**config.mk**
```make
export PLATFORM = sky130hd
export DESIGN_NAME = radio_state_policy_config
export DESIGN_NICKNAME = d
export VERILOG_FILES = /design/src/rtl/radio_cfg_pkg.sv /design/src/rtl/power_on_if.sv /design/src/rtl/pin_sync.sv /design/src/rtl/power_on_timer.sv /design/src/rtl/radio_state_policy_config.sv
export SDC_FILE = /design/constraint.sdc
export NUM_CORES = 1
export LEC_CHECK = 0
export ABC_AREA = 1
export BUFFER_PORTS_ARGS = -buffer_cell sky130_fd_sc_hd__buf_4
export CORE_ASPECT_RATIO = 0.5
export CORE_MARGIN = 3
export CORE_UTILIZATION = 56
export CTS_BUF_LIST = sky130_fd_sc_hd__clkbuf_4
export CTS_CLUSTER_SIZE = 28
export DETAILED_ROUTE_END_ITERATION = 16
export PLACE_DENSITY = 0.7
export SLEW_MARGIN = 15
export SYNTH_ARGS = -nofsm -noshare
export SYNTH_HDL_FRONTEND = slang
export SYNTH_SLANG_ARGS = --single-unit
```
**constraint.sdc**
```tcl
create_clock -name clock -period 2.1 [get_ports clock]
set_input_delay 0.105 -clock clock [delete_from_list [all_inputs] [get_ports clock]]
set_output_delay 0.105 -clock clock [all_outputs]
set_load 0.005 [all_outputs]
```
**src/rtl/radio_cfg_pkg.sv**
```systemverilog
// Constants and types for the radio state policy configuration block
package radio_cfg_pkg;

    // ****************************************
    // Register map
    // ****************************************
    localparam int ADDR_W = 6;
    localparam int DATA_W = 8;
    localparam logic [5:0] RADIO_NEXT_STATE_CONFIG_ADDR = 6'h17;
    localparam logic [5:0] RADIO_CALIBRATION_CONFIG_ADDR = 6'h18;
    localparam logic [5:0] CALIBRATE_STROBE_ADDR = 6'h33;
    localparam logic [7:0] UNMAPPED_READ = 8'h00;

    // ****************************************
    // Field positions and reset values
    // ****************************************
    localparam int CLEAR_CHANNEL_SELECT_LSB = 4;
    localparam int AFTER_RECEIVE_STATE_LSB = 2;
    localparam int AFTER_TRANSMIT_STATE_LSB = 0;
    localparam int SYNTH_AUTO_CALIBRATION_LSB = 4;
    localparam int POWER_ON_WAIT_SELECT_LSB = 2;
    localparam logic [1:0] CLEAR_CHANNEL_SELECT_RST = 2'h3;
    localparam logic [1:0] AFTER_RECEIVE_STATE_RST = 2'h0;
    localparam logic [1:0] AFTER_TRANSMIT_STATE_RST = 2'h0;
    localparam logic [1:0] SYNTH_AUTO_CALIBRATION_RST = 2'h0;
    localparam logic [1:0] POWER_ON_WAIT_SELECT_RST = 2'h1;

    // ****************************************
    // Serial header layout
    // ****************************************
    localparam int HEADER_READ_BIT = 7;
    localparam int HEADER_BURST_BIT = 6;
    localparam logic [2:0] LAST_BIT_INDEX = 3'h7;

    // ****************************************
    // Timing counts
    // ****************************************
    localparam int RIPPLE_W = 6;
    localparam logic [RIPPLE_W-1:0] RIPPLE_TOP = 6'h3f;
    localparam logic [8:0] EXPIRE_COUNT_0 = 9'h001;
    localparam logic [8:0] EXPIRE_COUNT_1 = 9'h010;
    localparam logic [8:0] EXPIRE_COUNT_2 = 9'h040;
    localparam logic [8:0] EXPIRE_COUNT_3 = 9'h100;
    localparam logic [1:0] CAL_RETURN_LAST = 2'h3;

    // ****************************************
    // Modes
    // ****************************************
    typedef enum logic [1:0] {
        CCA_ALWAYS = 2'b00,
        CCA_BELOW_THRESHOLD = 2'b01,
        CCA_NOT_RECEIVING = 2'b10,
        CCA_BOTH = 2'b11
    } clear_channel_mode_e;

    typedef enum logic [1:0] {
        AFTER_RX_IDLE = 2'b00,
        AFTER_RX_SYNTH_ON = 2'b01,
        AFTER_RX_TRANSMIT = 2'b10,
        AFTER_RX_RECEIVE = 2'b11
    } after_receive_e;

    typedef enum logic [1:0] {
        AFTER_TX_IDLE = 2'b00,
        AFTER_TX_SYNTH_ON = 2'b01,
        AFTER_TX_TRANSMIT = 2'b10,
        AFTER_TX_RECEIVE = 2'b11
    } after_transmit_e;

    typedef enum logic [1:0] {
        AUTOCAL_NEVER = 2'b00,
        AUTOCAL_LEAVE_IDLE = 2'b01,
        AUTOCAL_RETURN_IDLE = 2'b10,
        AUTOCAL_EVERY_FOURTH = 2'b11
    } autocal_e;

    typedef enum logic {
        PHASE_HEADER = 1'b0,
        PHASE_DATA = 1'b1
    } serial_phase_e;

endpackage

```
**src/rtl/power_on_if.sv**
```systemverilog
// Interface between the configuration registers and the power-on timer
`timescale 1ns/100ps
interface power_on_if;
    logic xosc_stable;
    logic [1:0] wait_select;
    logic chip_ready_low;

    modport timer (input xosc_stable, input wait_select, output chip_ready_low);
    modport ctrl (output xosc_stable, output wait_select, input chip_ready_low);
endinterface

```
**src/rtl/pin_sync.sv**
```systemverilog
// Three-stage pin synchroniser with agreement filter
`timescale 1ns/100ps
module pin_sync #(
    parameter int W = 1,
    parameter logic [W-1:0] RESET_VALUE = '0
) (
    input wire logic clock,
    input wire logic rstn,
    input wire logic [W-1:0] pins,
    output logic [W-1:0] level
);
    logic [W-1:0] stage1;
    logic [W-1:0] stage2;
    logic [W-1:0] stage3;

    genvar i;
    generate
        for (i = 0; i < W; i++) begin : g_bit
            always_ff @(posedge clock or negedge rstn) begin
                if (!rstn) begin
                    stage1[i] <= RESET_VALUE[i];
                    stage2[i] <= RESET_VALUE[i];
                    stage3[i] <= RESET_VALUE[i];
                    level[i] <= RESET_VALUE[i];
                end else begin
                    stage1[i] <= pins[i];
                    stage2[i] <= stage1[i];
                    stage3[i] <= stage2[i];
                    // A change counts only when two stages agree
                    if (stage2[i] == stage3[i]) begin
                        level[i] <= stage3[i];
                    end
                end
            end
        end
    endgenerate
endmodule // pin_sync

```
**src/rtl/power_on_timer.sv**
```systemverilog
// Ripple-counter wait between oscillator start and chip-ready
`timescale 1ns/100ps
module power_on_timer
    import radio_cfg_pkg::*;
(
    input wire logic clock,
    input wire logic rstn,
    power_on_if.timer port
);
    logic [RIPPLE_W-1:0] ripple;
    logic [8:0] expirations;

    wire expire = (ripple == RIPPLE_TOP);
    wire [8:0] target = (port.wait_select == 2'h0) ? EXPIRE_COUNT_0 :
                        (port.wait_select == 2'h1) ? EXPIRE_COUNT_1 :
                        (port.wait_select == 2'h2) ? EXPIRE_COUNT_2 : EXPIRE_COUNT_3;
    wire [8:0] next_expirations = expirations + 9'h001;

    always_ff @(posedge clock or negedge rstn) begin
        if (!rstn) begin
            ripple <= '0;
            expirations <= '0;
            port.chip_ready_low <= 1'b1;
        end else if (!port.xosc_stable) begin
            ripple <= '0;
            expirations <= '0;
            port.chip_ready_low <= 1'b1;
        end else if (port.chip_ready_low) begin
            ripple <= ripple + 6'h01;
            if (expire) begin
                expirations <= next_expirations;
                if (next_expirations == target) begin
                    port.chip_ready_low <= 1'b0;
                end
            end
        end
    end
endmodule // power_on_timer

```
**src/rtl/radio_state_policy_config.sv**
```systemverilog
// Radio state policy configuration registers with serial register port
`timescale 1ns/100ps
// Summary of operation
// A 2-bit clear-channel select, reset 3, picks always, low signal, not receiving, or both.
// The clear-channel output follows the result of the selected mode.
// A 2-bit after-receive field, reset 0, picks idle, synth on, transmit or stay in receive.
// The host never pairs an after-receive of transmit or synth on with clear-channel use.
// A 2-bit after-transmit field, reset 0, picks idle, synth on, stay in transmit or receive.
// After-transmit code 2 keeps transmit and restarts preamble at once after a packet.
// Auto-calibration code 0, the reset value, calibrates only on the calibrate strobe.
// Code 1 calibrates on every exit from idle to receive, transmit or synth on.
// Code 2 calibrates on every automatic return from receive or transmit to idle.
// Code 3 calibrates on every fourth such return, counted.
// For wake-on-radio the host should pick auto-calibration code 3.
// After the oscillator settles, chip-ready goes low after the selected ripple expirations.
// Power-on wait select 0, 1, 2, 3 gives 1, 16, 64, 256 expirations, reset 1.
// The every-fourth counter counts only automatic returns and restarts on its calibration.
module radio_state_policy_config
    import radio_cfg_pkg::*;
(
    input wire logic clock,
    input wire logic rstn,
    input wire logic spi_clock,
    input wire logic spi_select_low,
    input wire logic spi_data_in,
    output logic spi_data_out,
    output logic spi_data_out_oe,
    input wire logic signal_below_threshold,
    input wire logic receiving_packet,
    input wire logic transmit_done,
    input wire logic leave_idle,
    input wire logic auto_return_idle,
    input wire logic xosc_stable,
    output logic clear_channel_assessment,
    output radio_cfg_pkg::after_receive_e after_receive_state,
    output radio_cfg_pkg::after_transmit_e after_transmit_state,
    output logic restart_preamble,
    output logic calibrate_request,
    output logic chip_ready_low
);
    import radio_cfg_pkg::*;

    // ****************************************
    // Pin synchronisation
    // ****************************************
    logic sclk_level;
    logic select_low_level;
    logic mosi_level;

    pin_sync #(
        .W(3),
        .RESET_VALUE(3'b010)
    ) u_pin_sync (
        .clock(clock),
        .rstn(rstn),
        .pins({spi_clock, spi_select_low, spi_data_in}),
        .level({sclk_level, select_low_level, mosi_level})
    );

    logic sclk_prev;
    logic selected_prev;

    wire selected = !select_low_level;
    wire sclk_rise = selected && sclk_level && !sclk_prev;
    wire sclk_fall = selected && !sclk_level && sclk_prev;
    wire select_start = selected && !selected_prev;

    always_ff @(posedge clock or negedge rstn) begin
        if (!rstn) begin
            sclk_prev <= 1'b0;
            selected_prev <= 1'b0;
        end else begin
            sclk_prev <= sclk_level;
            selected_prev <= selected;
        end
    end

    // ****************************************
    // Serial frame decode
    // ****************************************
    serial_phase_e phase;
    logic [2:0] bit_index;
    logic [7:0] shift_in;
    logic [7:0] shift_out;
    logic [ADDR_W-1:0] address;
    logic access_read;
    logic access_burst;

    wire byte_done = sclk_rise && (bit_index == LAST_BIT_INDEX);
    wire [7:0] byte_value = {shift_in[6:0], mosi_level};
    wire header_done = byte_done && (phase == PHASE_HEADER);
    wire data_done = byte_done && (phase == PHASE_DATA);
    wire [ADDR_W-1:0] next_address = address + 6'h01;
    wire [ADDR_W-1:0] lookup_address = header_done ? byte_value[ADDR_W-1:0] : next_address;
    wire header_write = !byte_value[HEADER_READ_BIT];
    // Strobe address carries no data byte
    wire strobe_hit = header_done && header_write && (byte_value[ADDR_W-1:0] == CALIBRATE_STROBE_ADDR);
    wire reg_write = data_done && !access_read;
    // Next-byte data is fetched at byte end, before the following bit leaves
    wire [7:0] status_byte = {chip_ready_low, 7'h00};

    always_ff @(posedge clock or negedge rstn) begin
        if (!rstn) begin
            phase <= PHASE_HEADER;
            bit_index <= '0;
            shift_in <= '0;
            address <= '0;
            access_read <= 1'b0;
            access_burst <= 1'b0;
        end else if (!selected) begin
            phase <= PHASE_HEADER;
            bit_index <= '0;
        end else if (sclk_rise) begin
            shift_in <= byte_value;
            bit_index <= bit_index + 3'h1;
            case (phase)
                PHASE_HEADER: begin
                    if (byte_done && !strobe_hit) begin
                        phase <= PHASE_DATA;
                        address <= byte_value[ADDR_W-1:0];
                        access_read <= byte_value[HEADER_READ_BIT];
                        access_burst <= byte_value[HEADER_BURST_BIT];
                    end
                end
                PHASE_DATA: begin
                    if (byte_done) begin
                        if (access_burst) begin
                            address <= next_address;
                        end else begin
                            phase <= PHASE_HEADER;
                        end
                    end
                end
                default: begin
                    phase <= PHASE_HEADER;
                end
            endcase
        end
    end

    // ****************************************
    // Configuration registers
    // ****************************************
    logic [1:0] clear_channel_select;
    logic [1:0] after_receive_field;
    logic [1:0] after_transmit_field;
    logic [1:0] synth_auto_calibration;
    logic [1:0] power_on_wait_select;

    wire write_next_state = reg_write && (address == RADIO_NEXT_STATE_CONFIG_ADDR);
    wire write_calibration = reg_write && (address == RADIO_CALIBRATION_CONFIG_ADDR);
    wire [7:0] next_state_word = {2'b00, clear_channel_select, after_receive_field, after_transmit_field};
    wire [7:0] calibration_word = {2'b00, synth_auto_calibration, power_on_wait_select, 2'b00};
    logic [7:0] read_word;

    always_comb begin
        if (lookup_address == RADIO_NEXT_STATE_CONFIG_ADDR) begin
            read_word = next_state_word;
        end else if (lookup_address == RADIO_CALIBRATION_CONFIG_ADDR) begin
            read_word = calibration_word;
        end else begin
            read_word = UNMAPPED_READ;
        end
    end

    always_ff @(posedge clock or negedge rstn) begin
        if (!rstn) begin
            clear_channel_select <= CLEAR_CHANNEL_SELECT_RST;
            after_receive_field <= AFTER_RECEIVE_STATE_RST;
            after_transmit_field <= AFTER_TRANSMIT_STATE_RST;
            synth_auto_calibration <= SYNTH_AUTO_CALIBRATION_RST;
            power_on_wait_select <= POWER_ON_WAIT_SELECT_RST;
        end else begin
            if (write_next_state) begin
                clear_channel_select <= byte_value[CLEAR_CHANNEL_SELECT_LSB+:2];
                after_receive_field <= byte_value[AFTER_RECEIVE_STATE_LSB+:2];
                after_transmit_field <= byte_value[AFTER_TRANSMIT_STATE_LSB+:2];
            end
            if (write_calibration) begin
                synth_auto_calibration <= byte_value[SYNTH_AUTO_CALIBRATION_LSB+:2];
                power_on_wait_select <= byte_value[POWER_ON_WAIT_SELECT_LSB+:2];
            end
        end
    end

    // ****************************************
    // Serial output
    // ****************************************
    always_ff @(posedge clock or negedge rstn) begin
        if (!rstn) begin
            shift_out <= '0;
            spi_data_out <= 1'b0;
            spi_data_out_oe <= 1'b0;
        end else begin
            spi_data_out_oe <= selected;
            if (select_start) begin
                spi_data_out <= status_byte[7];
                shift_out <= {status_byte[6:0], 1'b0};
            end else if (byte_done) begin
                shift_out <= read_word;
            end else if (sclk_fall) begin
                spi_data_out <= shift_out[7];
                shift_out <= {shift_out[6:0], 1'b0};
            end
        end
    end

    // ****************************************
    // Radio policy
    // ****************************************
    logic [1:0] return_count;
    logic next_clear;

    always_comb begin
        case (clear_channel_mode_e'(clear_channel_select))
            CCA_ALWAYS: next_clear = 1'b1;
            CCA_BELOW_THRESHOLD: next_clear = signal_below_threshold;
            CCA_NOT_RECEIVING: next_clear = !receiving_packet;
            CCA_BOTH: next_clear = signal_below_threshold && !receiving_packet;
            default: next_clear = 1'b1;
        endcase
    end

    wire mode_every_fourth = (synth_auto_calibration == AUTOCAL_EVERY_FOURTH);
    wire fourth_return = mode_every_fourth && auto_return_idle && (return_count == CAL_RETURN_LAST);
    wire auto_cal_hit = ((synth_auto_calibration == AUTOCAL_LEAVE_IDLE) && leave_idle) ||
                        ((synth_auto_calibration == AUTOCAL_RETURN_IDLE) && auto_return_idle) ||
                        fourth_return;
    wire restart_hit = transmit_done && (after_transmit_field == AFTER_TX_TRANSMIT);

    // The after-receive choice is passed on as written; the host keeps it apart from channel checks
    assign after_receive_state = after_receive_e'(after_receive_field);
    assign after_transmit_state = after_transmit_e'(after_transmit_field);

    always_ff @(posedge clock or negedge rstn) begin
        if (!rstn) begin
            clear_channel_assessment <= 1'b1;
            restart_preamble <= 1'b0;
            calibrate_request <= 1'b0;
            return_count <= '0;
        end else begin
            clear_channel_assessment <= next_clear;
            restart_preamble <= restart_hit;
            calibrate_request <= strobe_hit || auto_cal_hit;
            if (!mode_every_fourth || fourth_return) begin
                return_count <= '0;
            end else if (auto_return_idle) begin
                return_count <= return_count + 2'h1;
            end
        end
    end

    // ****************************************
    // Power-on wait
    // ****************************************
    power_on_if power_on ();

    assign power_on.xosc_stable = xosc_stable;
    assign power_on.wait_select = power_on_wait_select;
    assign chip_ready_low = power_on.chip_ready_low;

    power_on_timer u_power_on_timer (
        .clock(clock),
        .rstn(rstn),
        .port(power_on.timer)
    );
endmodule // radio_state_policy_config

```
; Word-level counts from Yosys, hierarchy flattened
; Cells that the tools add are included.
[totals]
regBits = 73
input_bits = 11
output_inout_bits = 10
[op_classes]
add_sub_neg = 5
eq_ne = 27
n_mux = 36
n_bitwise = 2
reduce_logical = 44
[op_table]
columns = operator, count
row1 = $mux 9, 6
row2 = $mux 6, 8
row3 = $eq 6x5->1 const B, 4
row4 = $mux 8, 3
row5 = $logic_and 1x1->1, 20
row6 = $eq 2x2->1 const B, 7
row7 = $add 6x1->6 const B, 2
row8 = $eq 6x6->1 const B, 2
row9 = $mux 1, 12
row10 = $pmux 6 s2, 1
row11 = $ne 2x1->1 const B, 5
row12 = $add 9x1->9 const B, 1
row13 = $eq 9x9->1, 1
row14 = $logic_not 1->1, 9
row15 = $eq 2x1->1 const B, 3
row16 = $mux 3, 2
row17 = $reduce_and 2->1, 3
row18 = $reduce_bool 2->1, 3
row19 = $reduce_and 5->1, 1
row20 = $logic_not 2->1, 2
row21 = $logic_or 1x1->1, 4
row22 = $mux 2, 2
row23 = $pmux 1 s4, 1
row24 = $reduce_and 4->1, 1
row25 = 8 further kinds, 11

; Longest topological paths before layout
[logic_depth]
ltp_word = 13
ltp_mapped = 15

; Modules after synthesis
; A second synthesis with hierarchy kept.
[hier_totals]
hier_cells = 435
area_unflattened_um2 = 3585.9
[by_module_without_submodules]
columns = module, instances, cells_per_inst, area_each_um2, seq_area_each_um2
row1 = radio_state_policy_config, 1, 269, 2249.7, 1131.1
row2 = power_on_timer, 1, 142, 982.2, 401.6
row3 = pin_sync, 1, 24, 354.1, 305.3

; Worst setup path after synthesis
; No wires, ideal clock.
[synth_timing]
path_kind = register to register
from = register bit_index[0]
to = register shift_out[2]
t_arrival_ns = 1.684
slack_ns = 0.351
path_stages_with_launch = 15
path_cell_list = dfrtp_1 > ha_1 > ha_1 > inv_1 > nor2_4 > buf_6 > nand2_2 > nand2_2 > nor2_1 > nand4_1 > nand2_1 > nand2_1 > nand2_1 > nand2_1 > nand2_1
[synth_between]
elab_chain_len = 9
[synth_lines]
columns = element, line_no
row1 = start: declaration, radio_state_policy_config.sv:82  ; logic [2:0] bit_index;
row2 = start signal: assignment, radio_state_policy_config.sv:115  ; bit_index <= bit_index + 3'h1;
row3 = $eq 3x3->1 (*), radio_state_policy_config.sv:89  ; wire byte_done = sclk_rise && (bit_index == LAST_BIT_INDEX);
row4 = $logic_and 1x1->1 (*), radio_state_policy_config.sv:89
row5 = $logic_and 1x1->1, radio_state_policy_config.sv:91  ; wire header_done = byte_done && (phase == PHASE_HEADER);
row6 = $mux 6, radio_state_policy_config.sv:94  ; wire [ADDR_W-1:0] lookup_address = header_done ? byte_value[ADDR_W-1:0] : next_address;
row7 = $eq 6x5->1, radio_state_policy_config.sv:159  ; end else if (lookup_address == RADIO_CALIBRATION_CONFIG_ADDR) begin
row8 = $mux 6, radio_state_policy_config.sv:159
row9 = $mux 6, radio_state_policy_config.sv:157  ; if (lookup_address == RADIO_NEXT_STATE_CONFIG_ADDR) begin
row10 = $mux 8, radio_state_policy_config.sv:199  ; end else if (byte_done) begin
row11 = $mux 8, radio_state_policy_config.sv:196  ; if (select_start) begin
row12 = end signal: assignment, radio_state_policy_config.sv:198  ; shift_out <= {status_byte[6:0], 1'b0};
row13 = end signal: assignment, radio_state_policy_config.sv:200  ; shift_out <= read_word;
row14 = end signal: assignment, radio_state_policy_config.sv:203  ; shift_out <= {shift_out[6:0], 1'b0};
row15 = end: declaration, radio_state_policy_config.sv:84  ; logic [7:0] shift_out;
; Mark *: on every way between the ends. The rest lies on a longest branch, timed or not.
; A chain may end at the register's enable or synchronous reset.

; Worst setup path in the final report
[layout_timing]
from = register bit_index[0]
to = register shift_out[6]
[layout_between]
elab_chain_len = 4
[layout_lines]
columns = element, line_no
row1 = $eq 3x3->1 (*), radio_state_policy_config.sv:89
row2 = $logic_and 1x1->1 (*), radio_state_policy_config.sv:89
row3 = $mux 8, radio_state_policy_config.sv:199
row4 = $mux 8, radio_state_policy_config.sv:196
; Marks and branches as above.

==> impl_metrics.tcl <==
set metrics [dict create \
    yosysMostFrequentCell "nand2_1" \
    grt_pass1_vias 2495 \
    crit_path_end_kind "flop" \
    syn_area_mm2 0.00345 \
    rows 19 \
    wl_per_cell_um 13.4 \
    fin_util 0.691 \
    holdCritPathClass "in -> reg" \
    slew_viol_final 0 \
    fillers 499 \
    clk_pin_slew_ps 130 \
    synth_top_flop_cell "dfrtp_1" \
    cts_made_buffers 9 \
    synth_common_cells "nand2_1, dfrtp_1, inv_1, nor2_1, o21ai_0" \
    pwr_density_cell_mw_per_mm2 706 \
    synthTopCellsByArea "dfrtp_1, nand2_1, dfstp_2, o21ai_0, nand3_1" \
    routabilityCongestion 0.885 \
    cap_viol_max_count 0 \
    die-width_um 117 \
    viasPerCell 5.36 \
    syn_nets 415 \
    drtIter0Drc 138 \
    clk_latency_ps 430 \
    core-area_mm2 0.00571 \
    clock-root-buffer "clkbuf_4" \
    switchingPower_uw 811 \
    run_status "complete, no violations" \
    rsz0062_at_grt "false" \
    diodes 0 \
    drc_errors 0 \
    yosysWarnings 0 \
    final.period_utilization 0.924 \
    synth_cells 397 \
    die_y_um 61.5 \
    seqPwrFrac 0.567 \
    yosys.cell_types.count 35 \
    ys_ff_latch 73 \
    slew_headroom 0.662 \
    cp-start-kind "flop" \
    hold_viol 0 \
    worst_slew_pin_slew_ps 507 \
    grt_max_degree 40 \
    power_mw 2.78 \
    critPathMaxFanout 8 \
    io_buffers 20 \
    start_util 0.605 \
    die_area_mm2 0.00720 \
    finalWirelength_mm 6.82 \
    cts_tree "done" \
    antenna_found_initial 0 \
    ys_seq_area_frac 0.532 \
    yosys.area.top_type "dfrtp_1" \
    clock_skew_ps 11.0 \
    area.growth.synth_to_final_pct 14.1 \
    fmax_ghz 0.516 \
    fin_crit_ps 1940 \
    grt_pass1_wl_mm 11.5 \
    ant_nets 0 \
    clk_path_buf_depth 2 \
    drive_above_1_share 0.158 \
    power.internal_mw 1.97 \
    clockPowerShare 0.325 \
    async_reset_ff_frac 1.00 \
    drt_pass1_iterations 4 \
    nets 450 \
    synth_top_area_share 0.464 \
    htree_levels 3 \
    power.leakage_nw 1.84 \
    overflow 0 \
    dp_hpwl_mm 4.89 \
    pre_cts_ws_ps 149 \
    io_pins 21 \
    switching_share 0.292 \
    ir_drop_uv 513 \
    avgSynthCellArea_um2 8.70 \
    cp.arrival_ps 2270 \
    synth_edf_count 0 \
    setup_slack_ps 160 \
    p_comb_frac 0.108 \
    vias 2734 \
    clock-sinks 73 \
    cp.required_ps 2430 \
    path_class "reg -> reg" \
    setup_tns_ps 0 \
    setup_viol 0 \
    grt_use_total 0.212 \
]
layer usage:
| layer | vias up | GRT usage | part of all wire |
|---|---|---|---|
| li1 | 1375 | - | - |
| met1 | 1289 | 0.284 | 0.49 |
| met2 | 63 | 0.338 | 0.45 |
| met3 | 7 | 0.0736 | 0.053 |
| met4 | 0 | 0.0490 | 0.0082 |
| met5 | - | 0 | 0 |
critical path, cell delays in order, from the launching register on:
cell	delay [ps]
dfrtp_1	420
ha_1	210
ha_1	230
inv_1	110
nor2_4	50
buf_4	170
nor2_2	280
nor2_2	130
a32o_1	230
timing repair:
action / CTS / global route
gates resized for setup: 0 / 5
endpoints found under the setup margin: 0 / 13
endpoints found under the hold margin: 55 / 0
setup buffers: 0 / 1
hold buffers: 9 / 0
cell families (layout without fill, tap and decap cells):
logic type      after synthesis  after routing  share of synthesized area
compound gates               58             58                     0.0924
xor+xnor                     12             12                     0.0304
fa+ha+maj                    10             10                     0.0340
buf+inv                      44             84                     0.0522
flops                        73             73                      0.532
simple gates                200            200                      0.259
worst paths after layout:
check                                          startpoint                                      to  slack [ps]  depth (start not counted)
max                              bit_index[0]$_DFFE_PN0P_                shift_out[6]$_DFFE_PN0P_         160                          8
min                                            leave_idle             calibrate_request$_DFF_PN0_          50                          4
max reg2reg                      bit_index[0]$_DFFE_PN0P_                shift_out[6]$_DFFE_PN0P_         160                          8
min reg2reg                u_pin_sync.stage1[2]$_DFF_PN0_          u_pin_sync.stage2[2]$_DFF_PN0_         360                          0
max in group asynchronous                            rstn         u_pin_sync.level[1]$_DFFE_PN1N_        1300                          3
min in group asynchronous                            rstn  u_power_on_timer.ripple[4]$_DFFE_PN0P_         170                          2
area by class of cell:
class,count,area (um2),share of cell area
Inverter,36,138,0.0349
Sequential cell,73,1840,0.466
Tap cell,73,91.3,0.0232
Timing Repair Buffer,32,275,0.0699
Clock buffer,9,67.6,0.0171
Clock inverter,7,78.8,0.0200
Multi-Input combinational cell,280,1450,0.368
sequential cells by signal (all words and copies together) (netlist names), 2 cells and up:
signal	cells
after_receive_state	2
power_on.wait_select	2
return_count	2
u_pin_sync.level	3
u_power_on_timer.ripple	6
address	6
after_transmit_state	2
u_pin_sync.stage1	3
u_pin_sync.stage3	3
clear_channel_select	2
u_power_on_timer.expirations	9
shift_in	7
bit_index	3
synth_auto_calibration	2
shift_out	8
u_pin_sync.stage2	3
power groups by stage:
stage / logic, mW / clock network (mW) / registers (mW)
final: 0.301 / 0.904 / 1.58
after global placement: 0.286 / 0 / 1.60
after CTS: 0.302 / 0.936 / 1.57
after detailed placement: 0.289 / 0 / 1.60
after floorplan: 0.171 / 0 / 1.58
after global routing: 0.349 / 1.00 / 1.59
through the flow:
stage | instances | hold WS (ps) | cell area, um2
after floorplan | 397 | -191 | 3450
after CTS | 509 | 36.5 | 3920
after detailed placement | 484 | 111 | 3680
after global routing | 510 | 54.1 | 3940
after global placement | 484 | 109 | 3680
final | 510 | 52.6 | 3940
cell usage in the layout, fill, tap and decap left out, types with 2 or more instances in the layout:
cell,instances
dfstp_2,9
clkbuf_4,9
nand4_1,10
a31oi_1,3
maj3_1,3
o21ai_1,9
ha_1,7
buf_4,22
nor2_2,7
nand3_1,26
o21ai_0,29
dlygate4sd3_1,9
nand3_2,2
dfrtp_1,64
inv_6,2
inv_1,34
nand2_2,7
nand2_1,108
nor2_1,27
clkinvlp_4,3
nor2_4,2
o22ai_1,3
a21oi_1,8
a32o_1,2
xor2_1,12
nor3_1,6
No activity file was read; power rests on OpenSTA's default activity.
